[src/common/smp_pkg.sv]
// Package with shared types and constants for the SRAM-style master port.
package smp_pkg;

    // ------------------------------------------------------------
    // Widths
    // ------------------------------------------------------------
    localparam int ADDR_W = 32;
    localparam int DATA_W = 32;
    localparam int LANES = 4;
    localparam int WADDR_LSB = 2;

    // ------------------------------------------------------------
    // Access sizes and constants
    // ------------------------------------------------------------
    typedef enum logic [1:0] {
        SMP_SIZE_BYTE,
        SMP_SIZE_HALF,
        SMP_SIZE_WORD
    } smp_size_type;

    typedef enum logic [1:0] {
        SMP_OP_READ,
        SMP_OP_WRITE,
        SMP_OP_SYNC
    } smp_op_type;

    localparam logic [3:0] BE_NONE = 4'h0;
    localparam logic [3:0] BE_BYTE = 4'h1;
    localparam logic [3:0] BE_HALF = 4'h3;
    localparam logic [3:0] BE_WORD = 4'hf;
    localparam logic [31:0] RDATA_RESET = 32'h0000_0000;
    localparam logic [29:0] WADDR_RESET = 30'h0000_0000;

    // ------------------------------------------------------------
    // Carriers
    // ------------------------------------------------------------
    typedef struct packed {
        smp_op_type op;
        smp_size_type size;
        logic [31:0] addr;
        logic [31:0] wdata;
    } smp_req_type;

    typedef struct packed {
        logic read;
        logic write;
        logic sync;
        logic [29:0] word_addr;
        logic [3:0] be;
        logic [31:0] wdata;
    } smp_bus_out_type;

    typedef struct packed {
        logic wait_req;
        logic [31:0] rdata;
        logic [3:0] rbe;
        logic bus_error;
        logic redirect;
        logic abort_ack;
        logic unlock_ack;
    } smp_bus_in_type;

    typedef struct packed {
        logic done;
        smp_op_type op;
        logic [31:0] rdata;
        logic bus_error;
        logic redirect;
        logic abort_ack;
        logic unlock_ack;
    } smp_rsp_type;

endpackage

[src/core/smp_port.sv]
// SRAM-style bus master port: one transaction at a time, stall completes.
// How it works
// - at most one of read, write, sync strobes high
// - same protocol serves instruction or unified port
// - read drives strobe, word address, byte enables
// - byte enables from low address and size
// - unenabled lanes keep old read data
// - done at first sample with wait low
// - status inputs ignored while wait high
// - write drives strobe, address, data, enables
// - outputs held stable while wait high
// - next request starts combinationally after completion
`timescale 1ns/100ps
module smp_port (
    // Clock and reset
    input wire logic clk_sys,
    input wire logic srst,
    // Core request side
    input wire logic req_valid,
    input wire smp_pkg::smp_req_type req,
    output logic req_ready,
    output smp_pkg::smp_rsp_type rsp,
    // Memory agent side
    output smp_pkg::smp_bus_out_type bus_out,
    input wire smp_pkg::smp_bus_in_type bus_in
);
    import smp_pkg::*;

    localparam int LANE_W = DATA_W / LANES;

    // ------------------------------------------------------------
    // Transaction state
    // ------------------------------------------------------------
    typedef enum logic {
        SMP_IDLE,
        SMP_BUSY
    } smp_state_type;

    smp_state_type state_q;
    smp_state_type state_d;
    smp_bus_out_type held_q;
    smp_bus_out_type held_d;
    smp_bus_out_type new_req;
    smp_rsp_type rsp_q;
    smp_rsp_type rsp_d;
    logic [3:0] be_new;
    logic done;
    logic launch;
    logic [3:0] lane_load;
    logic [31:0] rdata_reg;

    // byte enables encode address and size
    always_comb begin
        unique case (req.size)
            SMP_SIZE_BYTE: be_new = BE_BYTE << req.addr[1:0];
            SMP_SIZE_HALF: be_new = BE_HALF << {req.addr[1], 1'b0};
            SMP_SIZE_WORD: be_new = BE_WORD;
            default: be_new = BE_NONE;
        endcase
    end

    // one strobe chosen from the operation
    always_comb begin
        new_req = '0;
        new_req.read = (req.op == SMP_OP_READ);
        new_req.write = (req.op == SMP_OP_WRITE);
        new_req.sync = (req.op == SMP_OP_SYNC);
        new_req.word_addr = req.addr[ADDR_W-1:WADDR_LSB];
        new_req.be = be_new;
        new_req.wdata = req.wdata;
    end

    // completion is the first sample with wait low
    assign done = (state_q == SMP_BUSY) && !bus_in.wait_req;
    // new request only when nothing outstanding
    // wait low lets the next request start at once
    assign req_ready = !srst && ((state_q == SMP_IDLE) || done);
    assign launch = req_valid && req_ready;

    always_comb begin
        state_d = state_q;
        held_d = held_q;
        if (done) begin
            state_d = SMP_IDLE;
            held_d = '0;
        end
        if (launch) begin
            state_d = SMP_BUSY;
            held_d = new_req;
        end
    end

    always_ff @(posedge clk_sys) begin
        if (srst) begin
            state_q <= SMP_IDLE;
            held_q <= '0;
        end else begin
            state_q <= state_d;
            held_q <= held_d;
        end
    end

    // ------------------------------------------------------------
    // Bus outputs
    // ------------------------------------------------------------
    // read carries strobe, word address and enables
    // held register keeps outputs stable during wait
    // strobes are low from the cycle after reset is first sampled high
    assign bus_out = (state_q == SMP_BUSY) ? held_q : '0;

    // ------------------------------------------------------------
    // Read data input register
    // ------------------------------------------------------------
    // only lanes with input enable load; others keep value
    assign lane_load = (done && held_q.read) ? bus_in.rbe : BE_NONE;

    genvar g;
    generate
        for (g = 0; g < LANES; g++) begin : g_lane
            smp_lane_reg #(.W(LANE_W)) u_lane (
                .clk_sys(clk_sys),
                .srst(srst),
                .load(lane_load[g]),
                .din(bus_in.rdata[g*LANE_W +: LANE_W]),
                .dout(rdata_reg[g*LANE_W +: LANE_W])
            );
        end
    endgenerate

    // status is only taken when wait is low
    always_comb begin
        rsp_d = '0;
        rsp_d.op = rsp_q.op;
        if (done) begin
            rsp_d.done = 1'b1;
            rsp_d.op = held_q.write ? SMP_OP_WRITE :
                (held_q.sync ? SMP_OP_SYNC : SMP_OP_READ);
            rsp_d.bus_error = bus_in.bus_error;
            rsp_d.redirect = bus_in.redirect;
            rsp_d.abort_ack = bus_in.abort_ack;
            rsp_d.unlock_ack = bus_in.unlock_ack;
        end
    end

    always_ff @(posedge clk_sys) begin
        if (srst) begin
            rsp_q <= '0;
        end else begin
            rsp_q <= rsp_d;
        end
    end

    always_comb begin
        rsp = rsp_q;
        rsp.rdata = rdata_reg;
    end
endmodule

[src/core/smp_lane_reg.sv]
// One byte lane of the read-data input register.
`timescale 1ns/100ps
module smp_lane_reg #(
    parameter int W = 8
) (
    // Clock and reset
    input wire logic clk_sys,
    input wire logic srst,
    // Lane data
    input wire logic load,
    input wire logic [W-1:0] din,
    output logic [W-1:0] dout
);
    import smp_pkg::*;

    logic [W-1:0] lane_q;
    logic [W-1:0] lane_d;

    always_comb begin
        lane_d = lane_q;
        if (load) begin
            lane_d = din;
        end
    end

    always_ff @(posedge clk_sys) begin
        if (srst) begin
            lane_q <= '0;
        end else begin
            lane_q <= lane_d;
        end
    end

    assign dout = lane_q;
endmodule

[config.mk]
export PLATFORM = sky130hd
export DESIGN_NAME = smp_port
export DESIGN_NICKNAME = d
export VERILOG_FILES = /design/src/common/smp_pkg.sv /design/src/core/smp_port.sv /design/src/core/smp_lane_reg.sv
export SDC_FILE = /design/constraint.sdc
export NUM_CORES = 1
export LEC_CHECK = 0
export BUFFER_PORTS_ARGS = -buffer_cell sky130_fd_sc_hd__buf_4
export CORE_MARGIN = 5
export CORE_UTILIZATION = 48
export DETAILED_ROUTE_END_ITERATION = 16
export HOLD_SLACK_MARGIN = 0.08
export PLACE_DENSITY = 0.85
export SLEW_MARGIN = 30
export SYNTH_ARGS = -nofsm -noshare
export SYNTH_HDL_FRONTEND = slang
export SYNTH_SLANG_ARGS = --single-unit
[constraint.sdc]
create_clock -name clk_sys -period 2.3 [get_ports clk_sys]
set_clock_uncertainty 0.2 [all_clocks]
set_input_delay 0.345 -clock clk_sys [delete_from_list [all_inputs] [get_ports clk_sys]]
set_output_delay 0.345 -clock clk_sys [all_outputs]
set_load 0.01 [all_outputs]
==> results.cfg, run 1 <==
[status]
status = completed

[global_routing]
grt_pass1_vias = 4615
grt_use_met1_pct = 29.31
use_met2_pct = 47.79
grt_pass1_wl_um = 21910
grt-busiest-layer = met2
overflow = 0
grt.total_usage_pct = 26.44
grtUsageMet3_pct = 6.007
grt_antenna_before_repair = 2
grt_max_degree = 70

[die]
die_h_um = 101.9
rows = 33
die_w_um = 101.9
die-area_um2 = 10390
start_util_pct = 49.37
core_area_um2 = 8217
num_io_pins = 221

[routing]
route.detailed.drc = 0
wl_per_cell_um = 16.96
vias = 4302
via_per_inst = 5.164
drt-initial-drc-count = 205
postRouteAntennaNets = 0
dr.pass1.iters = 4
wl_um = 14130

[power_and_ir_drop]
power_density_nw_per_um2 = 544.6
p_total_mw = 3.792
power_leakage_nw = 3.182
irDropWorstVdd_v = 0.0003662

[sta]
max_freq_mhz = 486.6
setup_viol = 0
finalCritPeriodShare_pct = 89.35
maxSlewViolCount = 0
relSlewSlack_pct = 75.54
finalHoldViolations = 0
fin_crit_ps = 2055
hold_slack_ps = 143.0
rsz0062_at_grt = false
tightest_slew_ps = 365.0
fin_tns_setup_ps = 0

[synthesis]
syn_inst = 414
yosysSeqAreaShare_pct = 53.79
yosysWarnings = 0
syn_nets = 526
ys_ff_latch = 109
syn_area_um2 = 4056
avgSynthCellArea_um2 = 9.798
ys_types = 22

[placement]
dpl-instance-area_um2 = 5718
dp_hpwl_um = 8351
portBuffers = 220
gp_congestion = 0.8688
placed_cells = 711

[finish]
synthToLayoutAreaGrowth_pct = 71.68
fillCellCount = 398
instances_no_fill = 833
nets = 833
final_area_um2 = 6964
final_layout_size_suffix_gt1_share_pct = 33.61

[worst_setup_path]
critPathCaptureType = primary output
cp.arrival_ps = 1510
crit_fanout = 41
critPathKind = reg2out
required_ps = 1750
crit_path_start_kind = flop

[clock_network]
ctsHtreeMaxLevel = 3
cts_buffer_depth = 2
cts.root.buffer_cell = clkbuf_8
cts_tree = built
clk_latency_ps = 350
cts_buffers = 9
path_clk_slew_ps = 90
numClockSinks = 109

[flow_run]
maxCapViolations = 0

[hold_path]
hold_path.class = in2reg
==> flip-flops by register name, summed over array words and instances (netlist names) <==
name,cells
g_lane.u_lane.dout,32
held_q,69
rsp,7
state_q,1
==> where the power goes <==
group,total (mW),internal (mW),switching [mW]
sequential,2.02,1.97,0.0483
combinational,0.598,0.371,0.227
clock,1.18,0.542,0.636
total,3.79,2.88,0.911
==> stage by stage <==
stage | util (%) | setup slack [ps]
final | 84.76 | 244.9
after global routing | 84.76 | 135.0
after CTS | 84.70 | 241.3
after detailed placement | 69.59 | 612.8
after global placement | 69.59 | 650.3
after floorplan | - | 732.3
==> per-layer routing <==
layer	wire, µm	share of wire (%)
met5	0	0
met4	501	3.5
met3	1166	8.3
met2	7179	51
met1	5279	37
==> synthesized netlist by cell type, drive strengths merged <==
cell type  number  area [µm²]
a21oi          40       200.2
a22o           62       543.0
a32o            3       30.03
and2           74       462.9
and4b           4       40.04
buf            16       122.6
clkbuf         17       63.81
dfxtp         109        2182
inv             3       11.26
nand2          68       255.2
nand2b          2       12.51
nand3           1       5.000
nand3b          1       7.510
nand4b          4       35.03
nor2            2       7.510
nor2b           2       20.02
nor3            1       16.27
o2bb2ai         4       35.03
or2             1       6.260
==> layout by cell type (no fill, tap or decap), types with 2 or more instances in the layout <==
cell | Yosys | final
nand2b_1 | 2 | 2
a21oi_1 | 40 | 40
buf_4 | 2 | 223
diode_2 | 0 | 2
inv_1 | 3 | 3
clkbuf_8 | 0 | 10
buf_12 | 0 | 2
dlygate4sd3_1 | 0 | 104
nand4b_1 | 4 | 4
clkbuf_1 | 17 | 2
and4b_1 | 4 | 4
a32o_1 | 3 | 3
nor2_1 | 2 | 2
a22o_1 | 62 | 62
nand2_1 | 68 | 68
and2_1 | 74 | 73
o2bb2ai_1 | 4 | 4
dfxtp_1 | 109 | 108
==> kinds of logic after synthesis <==
group	Yosys count	synth area share [%]
simple gates	160	21.41
flops	109	53.79
compound gates	109	19.93
buf+inv	36	4.873
==> timing repair <==
item / 4_1_cts / 5_1_grt
buffers inserted: 0 / 0
hold endpoints to repair: 107 / 0
hold buffers: 104 / 0
resized for setup: 0 / 0
==> layout make-up <==
| class | count | area [µm²] | area share (%) |
|---|---|---|---|
| sequential | 109 | 2183 | 31.35 |
| clock buffer | 12 | 145.1 | 2.084 |
| multi-input combinational | 269 | 1678 | 24.09 |
| timing repair buffer | 329 | 2755 | 39.56 |
| antenna | 2 | 5.005 | 0.07186 |
| clock inverter | 4 | 55.05 | 0.7905 |
| tap | 105 | 131.4 | 1.886 |
| inverter | 3 | 11.26 | 0.1617 |
==> path summary, 6_finish.rpt <==
kind	depth (start not counted)	slack, ps	startpoint	end
hold reg to reg	2	260	g_lane[0].u_lane.dout[7]$_SDFFE_PP0P_	g_lane[0].u_lane.dout[7]$_SDFFE_PP0P_
setup reg to reg	4	670	state_q$_SDFFE_PP0P_	held_q[67]$_SDFFE_PP0P_
hold / removal	3	140	bus_in[40]	state_q$_SDFFE_PP0P_
setup / recovery	3	240	state_q$_SDFFE_PP0P_	bus_out[20]
==> critical path, cell delays in order (launching register included) <==
cell and delay, ps:
dfxtp_2 460, buf_4 350, and2_1 200, buf_4 130
Power figures use the tool's default switching activity.
==> inputs of run 2 (changes only) <==
--- a/config.mk
+++ b/config.mk
@@ -11,2 +11,3 @@
 export DETAILED_ROUTE_END_ITERATION = 16
+export GPL_ROUTABILITY_DRIVEN = 0
 export HOLD_SLACK_MARGIN = 0.08
--- a/constraint.sdc
+++ b/constraint.sdc
@@ -4,2 +4,2 @@
 set_output_delay 0.345 -clock clk_sys [all_outputs]
-set_load 0.01 [all_outputs]
+set_load 0.05 [all_outputs]
==> run 2 against run 1 <==
  * Flip-flop and latch count did not move
  * Die area unchanged
  * Non-clock buffer count is the same
  * First-iteration DRC count fell by 7.3%
  * Via count is 0.77% lower
  * Worst hold slack got worse by 33 ps
  * Critical endpoint is now bus_out[39]
  * Core utilization down 0.24 points
  * Count of clock-buffer cells in the layout down 1
==> results.cfg, run 2 (synthesized netlist as in run 1, its figures left out) <==
[hold_path]
hold_path.class = in2reg

[routing]
drt-initial-drc-count = 190
wl_um = 14280
wl_per_cell_um = 17.19
postRouteAntennaNets = 0
dr.pass1.iters = 4
via_per_inst = 5.137
vias = 4269
route.detailed.drc = 0

[global_routing]
grt_use_met1_pct = 29.39
grt.total_usage_pct = 27.01
grt_pass1_wl_um = 22090
use_met2_pct = 49.60
grt_max_degree = 70
grtUsageMet3_pct = 6.894
grt_pass1_vias = 4572
grt-busiest-layer = met2
grt_antenna_before_repair = 0
overflow = 0

[clock_network]
ctsHtreeMaxLevel = 3
numClockSinks = 109
clk_latency_ps = 360
cts_buffer_depth = 2
cts_setup_buffers = 0
path_clk_slew_ps = 90
cts_buffers = 9
cts.root.buffer_cell = clkbuf_8
cts_tree = built
cts-resized-gates = 0

[power_and_ir_drop]
power_leakage_nw = 3.177
irDropWorstVdd_v = 0.0003234
power_density_nw_per_um2 = 550.4
p_total_mw = 3.822

[sta]
relSlewSlack_pct = 75.56
fin_crit_ps = 2156
fin_tns_setup_ps = 0
max_freq_mhz = 463.7
finalHoldViolations = 0
tightest_slew_ps = 364.7
maxSlewViolCount = 0
rsz0062_at_grt = false
setup_viol = 0
worst_slack_ps = 143.6
finalCritPeriodShare_pct = 93.76

[finish]
top_register = held_q
final_cell_mix = buf_4 (223), dfxtp_1 (108), dlygate4sd3_1 (104)
diodes = 0
final_layout_size_suffix_gt1_share_pct = 33.88
final_area_um2 = 6944
nets = 833
final_common_cell = buf_4
synthToLayoutAreaGrowth_pct = 71.19
largest_reg_flops = 69

[die]
rows = 33
die_h_um = 101.9
die-area_um2 = 10390
num_io_pins = 221
die_w_um = 101.9
start_util_pct = 49.37
core_area_um2 = 8217

[flow_run]
maxCapViolations = 0

[worst_setup_path]
crit_path_frequent_cell = buf_4
cp.arrival_ps = 1610
crit_path_start_kind = flop
critPathSlowestCell = dfxtp_2
crit_fanout = 44
path_cells = buf_4, and2_1, buf_4
required_ps = 1750
critPathKind = reg2out
crit_buf_inv = 2
crit_family = buffers and inverters
critPathCaptureType = primary output
slowest_delay_ps = 440

[placement]
post-place-ws_ps = 538.5
portBuffers = 220
dp_hpwl_um = 8469
dpl-instance-area_um2 = 5718

[status]
status = completed
## run 2: changes by cell type in the layout (fill, tap and decap cells not counted), sizes merged
cell	previous run	this run
diode	2	0
bufinv	1	0
clkbuf	12	11
clkinv	1	2
clkinvlp	1	2
## run 2: metrics by stage
| step | cells | util (%) | hold WS, ps |
|---|---|---|---|
| 2_1_floorplan | 414 | - | 224.2 |
| 3_3_place_gp | 711 | 69.59 | 236.3 |
| 3_5_place_dp | 711 | 69.59 | 244.2 |
| 4_1_cts | 831 | 84.51 | 96.94 |
| 5_1_grt | 831 | 84.51 | 135.7 |
| 6_report | 831 | 84.51 | 109.6 |
## run 2: routing by layer
metal / vias up / wire length, µm
met1: 2006 / 5223
met3: 30 / 1338
li1: 2032 / -
met5: - / 0
met4: 0 / 395
met2: 201 / 7326
## run 2: layout make-up
cell class / count / area (µm²)
timing repair buffer: 329 / 2755
sequential: 109 / 2183
multi-input combinational: 269 / 1678
fill: 394 / 1272
clock buffer: 11 / 151.4
tap: 105 / 131.4
clock inverter: 5 / 33.78
inverter: 3 / 11.26
## run 2: path summary, 6_finish.rpt
kind                            slack, ps                      to  cells after the start            startpoint
worst max-delay path                  140             bus_out[39]                      3  state_q$_SDFFE_PP0P_
worst min-delay path                  110    state_q$_SDFFE_PP0P_                      3            bus_in[40]
worst max register to register        500  held_q[5]$_SDFFE_PP0P_                      5  state_q$_SDFFE_PP0P_
worst min register to register        260    rsp[37]$_SDFFE_PP0P_                      2  rsp[37]$_SDFFE_PP0P_
## run 2: repair_timing
action                                 4_1_cts  5_1_grt
endpoints found under the hold margin      105        0
hold buffers                               104        0
setup endpoints to repair                    0        0
## run 2: power breakdown
| part | total, mW | internal [mW] | leakage (nW) | switching (mW) |
|---|---|---|---|---|
| sequential | 2.02 | 1.97 | 0.891 | 0.0486 |
| combinational | 0.714 | 0.374 | 2.19 | 0.341 |
| clock | 1.09 | 0.454 | 0.0917 | 0.637 |
## run 2: worst reg2reg max path: stages (launching register included)
cell     delay (ps)
dfxtp_2         440
buf_4           280
nor2b_1         110
nor3_4          160
buf_12          300
a22o_1          250
